`src/rtl/slpt_pkg.sv`:
```
// Purpose: constants and types of the supply-line programming telegram block
// Assumes: core clock of 20 MHz
// Notes:   widths, codes, register map, timing counts
package slpt_pkg;
    // ------------------------------------------------------------
    // telegram layout
    // ------------------------------------------------------------
    localparam int CMD_W     = 3;
    localparam int ADR_W     = 4;
    localparam int DAT_W     = 14;
    localparam int SHORT_LEN = 9;
    localparam int LONG_LEN  = 24;
    localparam int RESP_LEN  = 16;

    localparam logic [2:0] CMD_READ  = 3'h2;
    localparam logic [2:0] CMD_WRITE = 3'h3;
    localparam logic [2:0] CMD_STORE = 3'h4;
    localparam logic [2:0] CMD_ERASE = 3'h5;
    localparam logic [2:0] CMD_LOCK  = 3'h7;

    // ------------------------------------------------------------
    // register map and widths
    // ------------------------------------------------------------
    localparam logic [3:0] ADR_LO_CLAMP  = 4'h1;
    localparam logic [3:0] ADR_HI_CLAMP  = 4'h2;
    localparam logic [3:0] ADR_DUTY_ZERO = 4'h3;
    localparam logic [3:0] ADR_SLOPE     = 4'h4;
    localparam logic [3:0] ADR_FILT_RNG  = 4'h5;
    localparam logic [3:0] ADR_LOCK      = 4'h6;
    localparam logic [3:0] ADR_SAMPLE    = 4'h7;
    localparam logic [3:0] ADR_ZERO_TRIM = 4'h8;
    localparam logic [3:0] ADR_OSC_TRIM  = 4'h9;
    localparam logic [3:0] ADR_TEMP_LIN  = 4'hB;
    localparam logic [3:0] ADR_TEMP_QUAD = 4'hC;
    localparam logic [3:0] ADR_FACTORY   = 4'hD;

    typedef struct packed {
        logic [9:0]  lower_duty_clamp;
        logic [10:0] upper_duty_clamp;
        logic [10:0] duty_at_zero_field;
        logic [13:0] duty_slope;
        logic [5:0]  filter_range_setting;
        logic [5:0]  temp_coeff_linear;
        logic [4:0]  temp_coeff_quadratic;
    } slpt_cfg_s;

    localparam slpt_cfg_s CFG_RST  = '0;
    localparam logic      LOCK_RST = 1'b0;

    // ------------------------------------------------------------
    // timing
    // ------------------------------------------------------------
    localparam int CLK_KHZ      = 20000;
    localparam int OUT_BIT_US   = 3000;
    localparam int OUT_BIT_CYC  = OUT_BIT_US * CLK_KHZ / 1000;
    localparam int ONE_PCT      = 65;
    localparam int SYNC_MAX_US  = 10000;
    localparam int SYNC_MAX_CYC = SYNC_MAX_US * CLK_KHZ / 1000;
    localparam int TMR_W        = 18;
endpackage

```
`src/rtl/slpt_core.sv`:
```
// Purpose: telegram receiver, register file and answer transmitter
// Assumes: i_supply_lvl is the digitised supply modulation, idle high
// Notes:   o_out idles high; answers start with a falling edge
//
// Functional notes
// RULE1 - sync bit length becomes the supply bit time of the telegram
// RULE2 - three command bits, unsigned, most significant first
// RULE3 - command parity one when command bits hold odd count of zeros
// RULE4 - four address bits, unsigned register code
// RULE5 - address parity one when address bits hold odd count of zeros
// RULE6 - fourteen data bits in the register's own format
// RULE7 - write keeps only the trailing bits matching register width
// RULE8 - read places the value in the leading data bits
// RULE9 - data parity one when data bits hold even count of zeros
// RULE10 - acknowledge zero pulse on output after each valid telegram
// RULE11 - read answer is acknowledge, fourteen data bits, data parity
// RULE12 - programmer raises programming voltage after acknowledge and delay
// RULE13 - code 2 reads, code 3 writes, unlisted codes undefined
// RULE14 - code 4 stores all working copies to nonvolatile, lock excluded
// RULE15 - code 5 erases all nonvolatile registers, lock excluded
// RULE16 - code 7 locks the device and disables programming
// RULE17 - unsigned values travel most significant bit first
// RULE18 - sign-magnitude: leading sign bit, then unsigned magnitude
// RULE19 - two's complement: leading zero positive, one negative
// RULE20 - address 7 reads live sample, writes ignored
// RULE21 - address 6 lock bit set only by lock command
// RULE22 - addresses 8, 9, 13 read only, never altered
// RULE23 - lower clamp takes 0 to 1023, upper clamp 0 to 2047
// RULE24 - zero: no change in bit; one: change at 50-80 percent
// RULE25 - order: sync, command, parity, address, parity, write data
// RULE26 - acknowledge only for a valid, processed telegram
// RULE27 - programmer uses 1.7-1.8 ms in, accepts 2-4 ms out
// RULE28 - wrong parity or undefined command discards, no acknowledge
// RULE29 - writes to unmapped or read-only addresses change nothing
`timescale 1ns/100ps
`default_nettype none
module slpt_core #(
    parameter int          OUT_BIT_CYCLES = slpt_pkg::OUT_BIT_CYC,
    parameter int          SYNC_MAX       = slpt_pkg::SYNC_MAX_CYC,
    parameter logic [4:0]  ZERO_TRIM      = 5'h00,
    parameter logic [4:0]  OSC_TRIM       = 5'h00,
    parameter logic [7:0]  FACTORY_SET    = 8'h00
) (
    input  wire logic              i_core_clk,
    input  wire logic              i_rst_n,
    input  wire logic              i_supply_lvl,
    input  wire logic [13:0]       i_adc_sample,
    output logic                   o_out,
    output slpt_pkg::slpt_cfg_s    o_cfg,
    output slpt_pkg::slpt_cfg_s    o_nv_cfg,
    output logic                   o_locked
);
    localparam int ONE_AT = OUT_BIT_CYCLES * slpt_pkg::ONE_PCT / 100;
    localparam logic [slpt_pkg::TMR_W-1:0] SYNC_LIM = slpt_pkg::TMR_W'(SYNC_MAX);

    typedef enum {RX_IDLE, RX_SYNC, RX_BIT} slpt_rx_e;
    typedef enum {TX_IDLE, TX_BIT, TX_TAIL} slpt_tx_e;

    // ------------------------------------------------------------
    // helpers
    // ------------------------------------------------------------
    function automatic logic zeros_odd(input logic [13:0] v, input int n);
        logic p;
        p = 1'b0;
        for (int i = 0; i < 14; i++) begin
            if (i < n) begin
                p = p ^ ~v[i];
            end
        end
        return p;
    endfunction

    function automatic logic [13:0] read_val(input logic [3:0] adr,
                                             input slpt_pkg::slpt_cfg_s c,
                                             input logic lk,
                                             input logic [13:0] smp);
        logic [13:0] v;
        v = 14'h0000;
        case (adr)
            slpt_pkg::ADR_LO_CLAMP:  v = {c.lower_duty_clamp, 4'h0};
            slpt_pkg::ADR_HI_CLAMP:  v = {c.upper_duty_clamp, 3'h0};
            slpt_pkg::ADR_DUTY_ZERO: v = {c.duty_at_zero_field, 3'h0};
            slpt_pkg::ADR_SLOPE:     v = c.duty_slope;
            slpt_pkg::ADR_FILT_RNG:  v = {c.filter_range_setting, 8'h00};
            slpt_pkg::ADR_LOCK:      v = {lk, 13'h0000};
            slpt_pkg::ADR_SAMPLE:    v = smp;
            slpt_pkg::ADR_ZERO_TRIM: v = {ZERO_TRIM, 9'h000};
            slpt_pkg::ADR_OSC_TRIM:  v = {OSC_TRIM, 9'h000};
            slpt_pkg::ADR_TEMP_LIN:  v = {c.temp_coeff_linear, 8'h00};
            slpt_pkg::ADR_TEMP_QUAD: v = {c.temp_coeff_quadratic, 9'h000};
            slpt_pkg::ADR_FACTORY:   v = {FACTORY_SET, 6'h00};
            default:                 v = 14'h0000;
        endcase
        return v; // RULE8 RULE20 RULE22
    endfunction

    // ------------------------------------------------------------
    // supply line synchroniser and edge detect
    // ------------------------------------------------------------
    logic sync1_r;
    logic sync2_r;
    logic sync3_r;
    logic edge_w;

    always_ff @(posedge i_core_clk or negedge i_rst_n) begin
        if (!i_rst_n) begin
            sync1_r <= 1'b1;
            sync2_r <= 1'b1;
            sync3_r <= 1'b1;
        end else begin
            sync1_r <= i_supply_lvl;
            sync2_r <= sync1_r;
            sync3_r <= sync2_r;
        end
    end

    assign edge_w = sync2_r ^ sync3_r;

    // ------------------------------------------------------------
    // telegram receiver
    // ------------------------------------------------------------
    slpt_rx_e                   rx_st_r;
    logic [slpt_pkg::TMR_W-1:0] rx_cnt_r;
    logic [slpt_pkg::TMR_W-1:0] bit_time_r;
    logic                       mid_r;
    logic [23:0]                rx_sh_r;
    logic [4:0]                 rx_num_r;
    logic                       rx_done_r;
    logic                       tx_busy_w;
    logic [slpt_pkg::TMR_W-1:0] mid_lim_w;
    logic [slpt_pkg::TMR_W:0]   tmo_lim_w;
    logic [23:0]                sh_nxt;
    logic [4:0]                 num_nxt;
    logic                       last_w;

    // a change before 7/8 of the bit time is the mid-bit change of a one
    assign mid_lim_w = bit_time_r - (bit_time_r >> 3); // RULE24
    assign tmo_lim_w = {1'b0, bit_time_r} + {2'b00, bit_time_r[slpt_pkg::TMR_W-1:1]};
    assign sh_nxt    = {rx_sh_r[22:0], mid_r}; // RULE17
    assign num_nxt   = rx_num_r + 5'h01;
    // write telegrams carry data; all others end after address parity
    assign last_w    = (num_nxt == 5'(slpt_pkg::LONG_LEN))
                     || (num_nxt == 5'(slpt_pkg::SHORT_LEN)
                         && sh_nxt[8:6] != slpt_pkg::CMD_WRITE); // RULE25

    always_ff @(posedge i_core_clk or negedge i_rst_n) begin
        if (!i_rst_n) begin
            rx_st_r    <= RX_IDLE;
            rx_cnt_r   <= '0;
            bit_time_r <= '0;
            mid_r      <= 1'b0;
            rx_sh_r    <= '0;
            rx_num_r   <= 5'h00;
            rx_done_r  <= 1'b0;
        end else begin
            rx_done_r <= 1'b0;
            case (rx_st_r)
                RX_IDLE: begin
                    rx_cnt_r <= '0;
                    rx_num_r <= 5'h00;
                    mid_r    <= 1'b0;
                    if (edge_w && !tx_busy_w) begin
                        rx_st_r <= RX_SYNC;
                    end
                end
                RX_SYNC: begin
                    rx_cnt_r <= rx_cnt_r + 1'b1;
                    if (edge_w) begin
                        bit_time_r <= rx_cnt_r + 1'b1; // RULE1
                        rx_cnt_r   <= '0;
                        rx_st_r    <= RX_BIT;
                    end else if (rx_cnt_r >= SYNC_LIM) begin
                        rx_st_r <= RX_IDLE;
                    end
                end
                RX_BIT: begin
                    rx_cnt_r <= rx_cnt_r + 1'b1;
                    if (edge_w && rx_cnt_r < mid_lim_w) begin
                        // a second early change is no legal bit
                        if (mid_r) begin
                            rx_st_r <= RX_IDLE;
                        end
                        mid_r <= 1'b1; // RULE24
                    end else if (edge_w) begin
                        rx_sh_r  <= sh_nxt;
                        rx_num_r <= num_nxt;
                        rx_cnt_r <= '0;
                        mid_r    <= 1'b0;
                        if (last_w) begin
                            rx_done_r <= 1'b1;
                            rx_st_r   <= RX_IDLE;
                        end
                    end else if ({1'b0, rx_cnt_r} > tmo_lim_w) begin
                        rx_st_r <= RX_IDLE;
                    end
                end
                default: rx_st_r <= RX_IDLE;
            endcase
        end
    end

    // ------------------------------------------------------------
    // telegram check and execution
    // ------------------------------------------------------------
    logic [2:0]  cmd_w;
    logic        cpar_w;
    logic [3:0]  adr_w;
    logic        apar_w;
    logic [13:0] val_w;
    logic        dpar_w;
    logic        is_long_w;
    logic        cmd_ok_w;
    logic        par_ok_w;
    logic        exec_w;
    logic [13:0] rd_w;

    slpt_pkg::slpt_cfg_s cfg_r;
    slpt_pkg::slpt_cfg_s nv_r;
    logic                lock_r;
    logic                tx_go_r;
    logic [15:0]         tx_load_r;
    logic [4:0]          tx_len_r;

    assign is_long_w = (rx_num_r == 5'(slpt_pkg::LONG_LEN));
    assign cmd_w     = is_long_w ? rx_sh_r[23:21] : rx_sh_r[8:6]; // RULE2
    assign cpar_w    = is_long_w ? rx_sh_r[20] : rx_sh_r[5];
    assign adr_w     = is_long_w ? rx_sh_r[19:16] : rx_sh_r[4:1]; // RULE4
    assign apar_w    = is_long_w ? rx_sh_r[15] : rx_sh_r[0];
    assign val_w     = rx_sh_r[14:1]; // RULE6
    assign dpar_w    = rx_sh_r[0];

    always_comb begin
        case (cmd_w)
            slpt_pkg::CMD_READ:  cmd_ok_w = 1'b1; // RULE13
            slpt_pkg::CMD_WRITE: cmd_ok_w = !lock_r;
            slpt_pkg::CMD_STORE: cmd_ok_w = !lock_r;
            slpt_pkg::CMD_ERASE: cmd_ok_w = !lock_r;
            slpt_pkg::CMD_LOCK:  cmd_ok_w = !lock_r;
            default:             cmd_ok_w = 1'b0; // RULE28
        endcase
    end

    assign par_ok_w = (cpar_w == zeros_odd({11'h000, cmd_w}, slpt_pkg::CMD_W)) // RULE3
                   && (apar_w == zeros_odd({10'h000, adr_w}, slpt_pkg::ADR_W)) // RULE5
                   && (!is_long_w
                       || dpar_w == !zeros_odd(val_w, slpt_pkg::DAT_W)); // RULE9
    assign exec_w   = rx_done_r && par_ok_w && cmd_ok_w; // RULE26 RULE28
    assign rd_w     = read_val(adr_w, cfg_r, lock_r, i_adc_sample);

    // working copies; only trailing data bits are taken
    always_ff @(posedge i_core_clk or negedge i_rst_n) begin
        if (!i_rst_n) begin
            cfg_r <= slpt_pkg::CFG_RST;
        end else if (exec_w && cmd_w == slpt_pkg::CMD_WRITE) begin
            case (adr_w)
                slpt_pkg::ADR_LO_CLAMP:  cfg_r.lower_duty_clamp     <= val_w[9:0]; // RULE7 RULE23
                slpt_pkg::ADR_HI_CLAMP:  cfg_r.upper_duty_clamp     <= val_w[10:0]; // RULE23
                slpt_pkg::ADR_DUTY_ZERO: cfg_r.duty_at_zero_field   <= val_w[10:0]; // RULE19
                slpt_pkg::ADR_SLOPE:     cfg_r.duty_slope           <= val_w; // RULE18
                slpt_pkg::ADR_FILT_RNG:  cfg_r.filter_range_setting <= val_w[5:0];
                slpt_pkg::ADR_TEMP_LIN:  cfg_r.temp_coeff_linear    <= val_w[5:0];
                slpt_pkg::ADR_TEMP_QUAD: cfg_r.temp_coeff_quadratic <= val_w[4:0];
                default:                 cfg_r <= cfg_r; // RULE20 RULE21 RULE22 RULE29
            endcase
        end
    end

    // nonvolatile copies; the lock bit is kept apart
    always_ff @(posedge i_core_clk or negedge i_rst_n) begin
        if (!i_rst_n) begin
            nv_r <= slpt_pkg::CFG_RST;
        end else if (exec_w && cmd_w == slpt_pkg::CMD_STORE) begin
            nv_r <= cfg_r; // RULE14
        end else if (exec_w && cmd_w == slpt_pkg::CMD_ERASE) begin
            nv_r <= slpt_pkg::CFG_RST; // RULE15
        end
    end

    always_ff @(posedge i_core_clk or negedge i_rst_n) begin
        if (!i_rst_n) begin
            lock_r <= slpt_pkg::LOCK_RST;
        end else if (exec_w && cmd_w == slpt_pkg::CMD_LOCK) begin
            lock_r <= 1'b1; // RULE16 RULE21
        end
    end

    // answer frame: acknowledge zero, then data and parity for reads
    always_ff @(posedge i_core_clk or negedge i_rst_n) begin
        if (!i_rst_n) begin
            tx_go_r   <= 1'b0;
            tx_load_r <= 16'h0000;
            tx_len_r  <= 5'h00;
        end else begin
            tx_go_r <= exec_w; // RULE10
            if (exec_w && cmd_w == slpt_pkg::CMD_READ) begin
                tx_load_r <= {1'b0, rd_w, !zeros_odd(rd_w, slpt_pkg::DAT_W)}; // RULE11 RULE9
                tx_len_r  <= 5'(slpt_pkg::RESP_LEN);
            end else if (exec_w) begin
                tx_load_r <= 16'h0000;
                tx_len_r  <= 5'h01;
            end
        end
    end

    // ------------------------------------------------------------
    // answer transmitter
    // ------------------------------------------------------------
    slpt_tx_e    tx_st_r;
    logic [16:0] tx_cnt_r;
    logic [15:0] tx_sh_r;
    logic [4:0]  tx_idx_r;
    logic        out_r;

    assign tx_busy_w = (tx_st_r != TX_IDLE) || tx_go_r;

    always_ff @(posedge i_core_clk or negedge i_rst_n) begin
        if (!i_rst_n) begin
            tx_st_r  <= TX_IDLE;
            tx_cnt_r <= 17'h00000;
            tx_sh_r  <= 16'h0000;
            tx_idx_r <= 5'h00;
            out_r    <= 1'b1;
        end else begin
            case (tx_st_r)
                TX_IDLE: begin
                    out_r    <= 1'b1;
                    tx_cnt_r <= 17'h00000;
                    tx_idx_r <= 5'h00;
                    if (tx_go_r) begin
                        tx_sh_r <= tx_load_r;
                        out_r   <= 1'b0; // RULE10
                        tx_st_r <= TX_BIT;
                    end
                end
                TX_BIT: begin
                    tx_cnt_r <= tx_cnt_r + 17'h00001;
                    if (tx_cnt_r == 17'(ONE_AT - 1) && tx_sh_r[15]) begin
                        out_r <= !out_r; // RULE24
                    end
                    if (tx_cnt_r == 17'(OUT_BIT_CYCLES - 1)) begin
                        tx_cnt_r <= 17'h00000;
                        out_r    <= !out_r;
                        tx_sh_r  <= {tx_sh_r[14:0], 1'b0}; // RULE17
                        tx_idx_r <= tx_idx_r + 5'h01;
                        if (tx_idx_r == tx_len_r - 5'h01) begin
                            tx_st_r <= TX_TAIL;
                        end
                    end
                end
                TX_TAIL: begin
                    tx_cnt_r <= tx_cnt_r + 17'h00001;
                    if (tx_cnt_r == 17'(OUT_BIT_CYCLES - 1)) begin
                        out_r   <= 1'b1;
                        tx_st_r <= TX_IDLE;
                    end
                end
                default: tx_st_r <= TX_IDLE;
            endcase
        end
    end

    // ------------------------------------------------------------
    // outputs
    // ------------------------------------------------------------
    assign o_out    = out_r;
    assign o_cfg    = cfg_r;
    assign o_nv_cfg = nv_r;
    assign o_locked = lock_r;
endmodule
`default_nettype wire

```
`config.mk`:
```
export PLATFORM = sky130hd
export DESIGN_NAME = slpt_core
export DESIGN_NICKNAME = d
export VERILOG_FILES = /design/src/rtl/slpt_pkg.sv /design/src/rtl/slpt_core.sv
export SDC_FILE = /design/constraint.sdc
export NUM_CORES = 1
export LEC_CHECK = 0
export BUFFER_PORTS_ARGS = -buffer_cell sky130_fd_sc_hd__clkbuf_2
export CAP_MARGIN = 20
export CORE_ASPECT_RATIO = 1.4
export CORE_MARGIN = 4
export CORE_UTILIZATION = 35
export DETAILED_ROUTE_END_ITERATION = 8
export PLACE_DENSITY = 0.52
export SYNTH_ARGS = -nofsm -noshare
export SYNTH_HDL_FRONTEND = slang
export SYNTH_SLANG_ARGS = --single-unit
export TNS_END_PERCENT = 100
```
`constraint.sdc`:
```
create_clock -name i_core_clk -period 4.7 [get_ports i_core_clk]
set_input_delay 0.94 -clock i_core_clk [delete_from_list [all_inputs] [get_ports i_core_clk]]
set_output_delay 0.94 -clock i_core_clk [all_outputs]
set_load 0.005 [all_outputs]
```
Yosys cells after proc, flatten, opt, wreduce, memory -nomap -nowiden
Index checks and enable logic that the tools add are counted. W data, S select, Z words.

Flip-flop bits (word level): 322. Input port bits: 17. Output and inout bits: 128. Logic and storage cells: 265.

Add/subtract/negate cells: 7. Order comparisons: 3. Equality and inequality tests: 41. Multiplexer cells: 65. Bitwise gates (word level): 68. Reductions and logical operators: 48.

Operator list (count): $mux W32 (12); $pmux W32 S3 (2); $mux W63 (2); $pmux W14 S9 (1); $eq A32 B1 Y1 const B (2); $eq A32 B2 Y1 const B (2); $logic_not A32 Y1 (2); $mux W16 (4); $pmux W18 S3 (1); $pmux W17 S3 (1); $mux W18 (2); $not A1 Y1 (36); $eq A17 B16 Y1 const B (2); $pmux W16 S2 (1); $reduce_bool A32 Y1 (1); $xor A1 B1 Y1 (32); $mux W1 (26); $mux W5 (5); $pmux W5 S2 (2); $reduce_and A2 Y1 (10); $add A18 B17 Y19 (1); $gt A18 B19 Y1 (1); $add A18 B1 Y18 const B (1); $ge A18 B18 Y1 const B (1); other kinds (33) (82).

Longest topological paths before layout
Gate-level depths: netlist of run 1.

Depth after elaboration: 50. Mapped depth: 24. Depth with buffers taken out: 22.

Worst setup path after synthesis of run 1
Ideal clock, no wire load.

Kind: flip-flop to flip-flop. Start: register bit_time_r[0] (netlist name). End: register rx_cnt_r[4] (netlist name). Setup time: 79 ps. Arrival time: 5076 ps. Required time: 4621 ps. Setup slack: -456 ps. Stages on the path, launching flop included: 24. Path buffers: 2. Period minus slack after synthesis: 5156 ps. Cell sequence: dfrtp_1 -> inv_1 -> ha_1 -> inv_1 -> fa_1 -> a21o_1 -> a21oi_1 -> o21bai_1 -> a2111oi_0 -> o31ai_1 -> or4_1 -> a31o_2 -> a211oi_1 -> xnor2_1 -> ha_1 -> o21ai_0 -> nand2b_1 -> a211oi_1 -> a21oi_1 -> nor4b_1 -> clkbuf_1 -> clkbuf_1 -> nand2_1 -> mux2i_1.

Cells in the longest elaborated chain, start to end: 5.

RTL lines: start: declaration (line slpt_core.sv:124) `logic [slpt_pkg::TMR_W-1:0] bit_time_r;`; start signal: assignment (line slpt_core.sv:169) `bit_time_r <= rx_cnt_r + 1'b1;`; $sub A18 B15 Y18 (line slpt_core.sv:137) `assign mid_lim_w = bit_time_r - (bit_time_r >> 3);`; $lt A18 B18 Y1 (line slpt_core.sv:178) `if (edge_w && rx_cnt_r < mid_lim_w) begin`; $logic_and A1 B1 Y1 (line slpt_core.sv:178); $mux W18 (line slpt_core.sv:178); $pmux W18 S3 (line slpt_core.sv:157) `case (rx_st_r)`; end signal: assignment (line slpt_core.sv:167) `rx_cnt_r <= rx_cnt_r + 1'b1;`; end signal: assignment (line slpt_core.sv:177) `rx_cnt_r <= rx_cnt_r + 1'b1;`; end: declaration (line slpt_core.sv:123) `logic [slpt_pkg::TMR_W-1:0] rx_cnt_r;`.

No other way between the ends. A chain may end at the register's enable or synchronous reset.

Worst setup path after layout of run 1
Start: register bit_time_r[0] (netlist name). End: register rx_st_r[0].

Cells in the longest elaborated chain, start to end: 5. Elaborated cells between the ends (all ways): 11. Those cells by class: add/sub (2); order compare (2); eq/ne (3); mux (2); reduce/logical (2).

RTL lines: $sub A18 B15 Y18 (line slpt_core.sv:137); $lt A18 B18 Y1 (line slpt_core.sv:178); $logic_and A1 B1 Y1 (line slpt_core.sv:178); $ne A4 B4 Y1 (no line), or another cell as far along; $reduce_and A5 Y1 (no line) or $pmux W32 S3 (tied branches); end signal: assignment (line slpt_core.sv:173) `rx_st_r <= RX_IDLE;`; end signal: assignment (line slpt_core.sv:181) `rx_st_r <= RX_IDLE;`; end signal: assignment (line slpt_core.sv:191) `rx_st_r <= RX_IDLE;`; end: declaration (line slpt_core.sv:122) `slpt_rx_e rx_st_r;`.

Several ways; a longest one is shown, not always the timed one.

==> results of run 1 <==
-- metal layers --
metal / wire length [um] / up-vias / global-route usage
met2: 21200 / 314 / 0.331
met1: 17300 / 5614 / 0.234
li1: - / 5280 / -
met5: 0 / - / 0
met3: 2060 / 80 / 0.0309
met4: 1670 / 0 / 0.0721
-- cell type report --
type	count	area share
clock inverters	21	0.0176
well taps	534	0.0383
clock buffers	29	0.0403
flip-flops and latches	258	0.371
multi-input cells	966	0.434
repair buffers	224	0.0838
inverters	69	0.0149
-- sequential cells by signal, summed over array words and instances, names as in the netlist --
signal	cells
o_cfg	63
o_nv_cfg	63
rx_sh_r	24
bit_time_r	18
rx_cnt_r	18
tx_cnt_r	17
tx_sh_r	16
tx_load_r	15
rx_num_r	5
tx_idx_r	5
rx_st_r	2
tx_len_r	2
tx_st_r	2
mid_r	1
o_locked	1
o_out	1
rx_done_r	1
sync1_r	1
sync2_r	1
sync3_r	1
tx_go_r	1
-- kinds of logic after synthesis --
logic type,share of synthesized area
AO/OA/AOI/OAI,0.157
multiplexers,0.0958
buffers and inverters,0.0414
flip-flops,0.452
XOR/XNOR,0.0539
adder cells (fa/ha/maj),0.0825
AND/OR/NAND/NOR,0.117
-- metrics by stage --
| stage | setup WS (ns) | hold slack [ns] | utilization | area [um2] |
|---|---|---|---|---|
| 5_1_grt | -0.399 | 0.205 | 0.433 | 17400 |
| 2_1_floorplan | 0.0355 | 0.345 | - | 14300 |
| 3_5_place_dp | -0.670 | 0.347 | 0.395 | 15900 |
| 4_1_cts | -0.135 | 0.198 | 0.428 | 17200 |
| 3_3_place_gp | -0.502 | 0.347 | 0.395 | 15900 |
| 6_report | -0.119 | 0.210 | 0.433 | 17400 |
-- timing repair --
action | in CTS | in global routing
setup buffers | 12 | 4
gates resized for setup | 45 | 44
setup endpoints to repair | 51 | 51
pin swaps | 17 | 7
cloned | 4 | 0
-- power groups by stage --
stage | registers (uW) | clock network [uW] | logic, uW
after detailed placement | 2450 | 0 | 3150
after global routing | 2420 | 2590 | 3850
after floorplan | 2450 | 0 | 2180
after global placement | 2450 | 0 | 3100
after CTS | 2410 | 2490 | 3320
final | 2410 | 2430 | 3430
-- final timing paths --
| check | cells past startpoint | slack, ns | startpoint | end |
|---|---|---|---|---|
| max in group asynchronous | 2 | 3.51 | i_rst_n | o_cfg[33]$_DFFE_PN0P_ |
| worst max register to register | 21 | -0.12 | bit_time_r[0]$_DFFE_PN0P_ | rx_st_r[0]$_DFFE_PN0P_ |
| worst max-delay path | 21 | -0.12 | bit_time_r[0]$_DFFE_PN0P_ | rx_st_r[0]$_DFFE_PN0P_ |
| worst min register to register | 0 | 0.36 | sync1_r$_DFF_PN1_ | sync2_r$_DFF_PN1_ |
| min in group i_core_clk | 0 | 0.36 | sync1_r$_DFF_PN1_ | sync2_r$_DFF_PN1_ |
| worst min-delay path | 1 | 0.21 | i_rst_n | rx_num_r[1]$_DFFE_PN0P_ |
-- synth_stat cells (3+ instances only) --
cell | instances | area, um2
dfrtp_1 | 254 | 6360
mux2_2 | 93 | 1050
ha_1 | 91 | 1140
a21oi_1 | 88 | 440
nor2_1 | 78 | 293
o21ai_0 | 73 | 365
nand2_1 | 72 | 270
a22o_1 | 71 | 622
inv_1 | 69 | 259
xnor2_1 | 59 | 517
nand3_1 | 48 | 240
clkbuf_1 | 44 | 165
mux2i_1 | 28 | 280
xor2_1 | 27 | 236
and3_1 | 25 | 156
buf_2 | 20 | 100
a21o_1 | 16 | 120
nand4_1 | 16 | 100
nand2b_1 | 15 | 93.8
a22oi_1 | 14 | 105
nor3_1 | 14 | 70.1
nor2b_1 | 12 | 75.1
o31ai_1 | 12 | 90.1
and2_1 | 9 | 56.3
nand3b_1 | 9 | 67.6
nor3b_1 | 9 | 67.6
a222oi_1 | 8 | 80.1
a32oi_1 | 8 | 70.1
a31oi_1 | 6 | 37.5
a2111oi_0 | 4 | 35.0
buf_1 | 4 | 15.0
buf_6 | 4 | 45.0
dfstp_2 | 4 | 105
nor4_1 | 4 | 25.0
o21a_1 | 4 | 30.0
a41o_1 | 3 | 30.0
nor2_2 | 3 | 18.8
o21bai_1 | 3 | 22.5
o41ai_1 | 3 | 26.3
or4_1 | 3 | 22.5
==> results.yml, run 1 <==
grt:
  globalRouteTotalUtil: 0.190
  grt_pass1_vias: 11432
  grt_antenna_before_repair: 0
  gr-total-overflow: 0
  grt_start_max_net_pins: 132
  global_route_wire_length_before_repair_mm: 66.2
synthesis:
  synth_ff_type: "dfrtp_1"
  ys_ff_latch: 258
  postSynthNetCount: 1475
  syn_area_per_cell_um2: 10.5
  yosysUniqueCellTypes: 70
  synthesized_instance_count: 1365
  yosysSeqAreaShare: 0.452
  synth_enable_flop_cells: 0
  ys_async_sr_fraction: 1.00
  post_synth_instance_area_um2: 14300
  yosys_warnings: 0
final_layout:
  mostFrequentLayoutCells: "254 x dfrtp_1, 143 x clkbuf_2, 90 x ha_1"
  multi_input_area_um2: 7570
  post_route_cells_drive_above_1_share: 0.274
  most_common_cell_after_layout_fill_and_taps_aside: "dfrtp_1"
  syn_to_final_growth_pct: 22.1
  n_fill_cell: 3887
  post_layout_nonfiller_instances: 2101
  nets_final: 1656
  seq_area_um2: 6460
  insertedDiodeCount: 0
clocking:
  hold_buffers: 0
  h-tree-depth: 1
  cts_buffers: 27
  max_buffers_root_to_sink: 3
  cts.root.buffer_cell: "clkbuf_16"
  tritoncts: "yes"
  cts.sink_count: 258
  clock_insertion_delay_worst_skew_ns: 0.57
  clk_pin_slew_ns: 0.07
power:
  share_clk_of_total_power: 0.294
  power.net_switching_uw: 2940
  switching_share: 0.356
  power.static_leakage_uw: 0.00831
  fin_total_pwr_uw: 8260
  sequentialPowerShare: 0.291
  worst_ir_drop_vdd_mv: 0.327
  combinationalPowerShare: 0.415
  internal_power_contribution_uw: 5320
  power.density_cell_area_nw_per_um2: 474
run_status:
  violations: "negative setup slack"
  result_of_the_run: "complete, but fails checks"
timing:
  max_clock_freq_mhz: 208
  finalWorstPathRequiredPeriod_ns: 4.82
  timing_hold_violations_final: 0
  finalClockSkew_ns: 0.0183
  final.setup.tns_ns: -1.76
  worst_slew_margin_rel: 0.351
  postLayoutSetupSlackWorst_ns: -0.119
  setup_viol_count_final: 32
  final_max_slew_viol_count: 0
  finalCritPeriodShare: 1.03
  rsz0062_at_grt: "yes"
  worst_slew_pin_slew_ns: 0.973
place:
  finalWeightedCongestion: 0.854
  post-place-cells: 2031
  detailedPlacementHpwl_mm: 30.1
  io_buffer_count: 144
worst_setup_path:
  worst-path-max-fanout: 3
  cp-end-kind: "register"
  cells_traversed_along_the_worst_timing_path: "inv_1 > ha_2 > inv_2 > fa_2 > a21o_1 > a21oi_2 > o21bai_2 > a2111oi_4 > o31ai_2 > or4_1 > a31o_2 > a211oi_2 > xnor2_1 > ha_1 > o21ai_1 > nand2b_1 > a211oi_4 > and2_4 > mux2i_4 > nand4_1 > mux2_2"
  required_time_of_the_worst_setup_path_ns: 5.14
  crit_path_start_kind: "register"
  worstPathBufferInverterCount: 2
  critPathTopFamily: "compound AO/OA/AOI/OAI gates"
  critical_path.max_stage_delay_ns: 0.41
  worst-setup-path-type: "register to register"
  crit_path_top_delay_cell: "or4_1"
  arrival_ns: 5.26
die:
  dieHeight_um: 247
  fp-row-count: 87
  die_area_um2: 44100
  start_util: 0.355
  chipWidth_um: 179
  ioPinCount: 145
  floorplan.core_area_um2: 40300
drt:
  viasPerCell: 5.37
  drc_errors: 0
  antenna_violation_net_count_after_detailed_routing: 0
  routed-via-count: 11288
  drt-wirelength-per-cell_um: 20.1
  drt-pass1-iter-count: 5
  drt-total-wl_mm: 42.2
  drt-initial-drc-count: 639
run:
  max_cap_violations: 0
min_path:
  worst_hold_path_type: "primary input to async pin"
Note: power is estimated with default switching activity, not from simulation.
==> inputs of run 2 (changes only) <==
GPL_TIMING_DRIVEN = 0   (was not set)
==> results.yml, run 2 (synthesized netlist as in run 1, its figures left out) <==
run_status:
  result_of_the_run: "complete, but fails checks"
  violations: "negative setup slack"
final_layout:
  syn_to_final_growth_pct: 22.1
  post_route_cells_drive_above_1_share: 0.261
  mostFrequentLayoutCells: "252 x dfrtp_1, 143 x clkbuf_2, 90 x ha_1"
  most_common_cell_after_layout_fill_and_taps_aside: "dfrtp_1"
  insertedDiodeCount: 0
  n_fill_cell: 3938
  nets_final: 1683
  final_area_um2: 17400
  post_layout_nonfiller_instances: 2126
drt:
  drt-wirelength-per-cell_um: 19.6
  drt-total-wl_mm: 41.8
  drt-pass1-iter-count: 5
  routed-via-count: 11334
  viasPerCell: 5.33
  drc_errors: 0
  drt-initial-drc-count: 591
  antenna_violation_net_count_after_detailed_routing: 0
power:
  power.density_cell_area_nw_per_um2: 449
  power.static_leakage_uw: 0.00826
  worst_ir_drop_vdd_mv: 0.293
worst_setup_path:
  crit_path_start_kind: "register"
  worst_r2r_startpoint: "bit_time_r[0]$_DFFE_PN0P_"
  required_time_of_the_worst_setup_path_ns: 5.13
  critical_path.max_stage_delay_ns: 0.42
  cells_traversed_along_the_worst_timing_path: "inv_2 > ha_4 > inv_2 > fa_2 > a21o_1 > a21oi_2 > o21bai_2 > a2111oi_4 > o31ai_2 > or4_1 > a31o_2 > a211oi_2 > xnor2_1 > ha_1 > nand3_2 > nor2_4 > a211oi_4 > buf_6 > buf_4 > buf_4 > a21oi_4 > buf_4 > clkbuf_8 > mux2_4"
  cpMostUsedCell: "buf_4"
  worst_setup_path_startpoint: "bit_time_r[0]$_DFFE_PN0P_"
  arrival_ns: 5.36
  crit_path_top_delay_cell: "or4_1"
  worst-path-max-fanout: 5
  worst-setup-path-type: "register to register"
  cp-end-kind: "register"
die:
  chipWidth_um: 179
  floorplan.core_area_um2: 40300
  dieHeight_um: 247
  ioPinCount: 145
  start_util: 0.355
  die_area_um2: 44100
  fp-row-count: 87
timing:
  final_max_slew_viol_count: 0
  finalCritPeriodShare: 1.05
  worst_slew_margin_rel: 0.383
  worst_slew_pin_slew_ns: 0.919
  rsz0062_at_grt: "yes"
  finalClockSkew_ns: 0.0244
  setup_viol_count_final: 46
  max_clock_freq_mhz: 203
  postLayoutSetupSlackWorst_ns: -0.230
  timing_hold_violations_final: 0
  finalWorstPathRequiredPeriod_ns: 4.93
grt:
  globalRouteMet1Util: 0.233
  globalRouteTotalUtil: 0.190
  global_route_wire_length_before_repair_mm: 66.6
  gr-total-overflow: 0
  grt_start_max_net_pins: 75
  global_route.usage.met2: 0.336
  grt_antenna_before_repair: 0
  gr-max-usage-layer: "met2"
  groute.layer.met3.usage: 0.0332
  grt_pass1_vias: 11787
place:
  io_buffer_count: 144
  post-place-cells: 2046
  finalWeightedCongestion: 0.820
  pre_cts_slack_ns: -1.04
  detailedPlacementHpwl_mm: 31.1
  placedInstanceArea_um2: 15800
clocking:
  max_buffers_root_to_sink: 3
  cts.sink_count: 258
  h-tree-depth: 1
  clk_pin_slew_ns: 0.07
  tritoncts: "yes"
  cts.root.buffer_cell: "clkbuf_16"
  cts_buffers: 26
  clock_insertion_delay_worst_skew_ns: 0.56
run:
  max_cap_violations: 0
min_path:
  worst_hold_path_type: "primary input to async pin"
[run 2: worst max-delay path: cells and delay by family (launching register included)]
| kind | cells | cell delay [ns] |
|---|---|---|
| compound gates | 9 | 1.66 |
| xor+xnor | 1 | 0.11 |
| fa+ha+maj | 3 | 0.79 |
| buf+inv | 7 | 0.82 |
| flops | 1 | 0.39 |
| mux | 1 | 0.30 |
| simple gates | 3 | 0.72 |
[run 2: worst paths after layout]
kind | endpoint | slack (ns) | depth (start not counted)
worst max-delay path | rx_sh_r[19]$_DFFE_PN0P_ | -0.23 | 24
worst min-delay path | rx_sh_r[12]$_DFFE_PN0P_ | 0.36 | 1
worst max register to register | rx_sh_r[19]$_DFFE_PN0P_ | -0.23 | 24
worst min register to register | sync2_r$_DFF_PN1_ | 0.36 | 0
max in group asynchronous | o_nv_cfg[54]$_DFFE_PN0P_ | 2.90 | 4
min in group i_core_clk | sync2_r$_DFF_PN1_ | 0.36 | 0
[run 2: final cells by class]
cell class | count | area [um2] | area share
flip-flops and latches | 258 | 6460 | 0.371
multi-input cells | 965 | 7580 | 0.435
repair buffers | 180 | 1150 | 0.0659
clock inverters | 16 | 174 | 0.00998
clock buffers | 31 | 709 | 0.0407
inverters | 69 | 259 | 0.0149
well taps | 534 | 668 | 0.0383
plain buffers | 73 | 427 | 0.0245
[run 2: timing repair]
| action | 4_1_cts | 5_1_grt |
|---|---|---|
| pin swaps | 19 | 5 |
| setup endpoints to repair | 51 | 111 |
| endpoints found under the hold margin | 0 | 0 |
| gates resized for setup | 109 | 10 |
| buffers inserted | 24 | 5 |
| cloned | 3 | 0 |
| hold buffers | 0 | 0 |
[run 2: metal layers]
layer / wire, um / part of all wire
met5: 0 / 0
met4: 1450 / 0.035
met3: 2020 / 0.048
met2: 21300 / 0.51
met1: 17000 / 0.41
[run 2: report_power, final]
| part | switching (uW) | leakage [uW] | internal [uW] |
|---|---|---|---|
| logic | 1740 | 0.00435 | 1480 |
| clock network | 948 | 0.000423 | 1200 |
| registers | 151 | 0.00349 | 2310 |
[run 2: metrics by stage]
stage | TNS, ns | hold slack (ns) | power [uW] | util
2_1_floorplan | 0 | 0.345 | 4630 | -
3_3_place_gp | -786.67 | 0.353 | 5260 | 0.390
3_5_place_dp | -44.62 | 0.351 | 5320 | 0.392
4_1_cts | -7.77 | 0.362 | 7890 | 0.431
5_1_grt | -20.74 | 0.365 | 8410 | 0.433
6_report | -8.32 | 0.357 | 7830 | 0.433
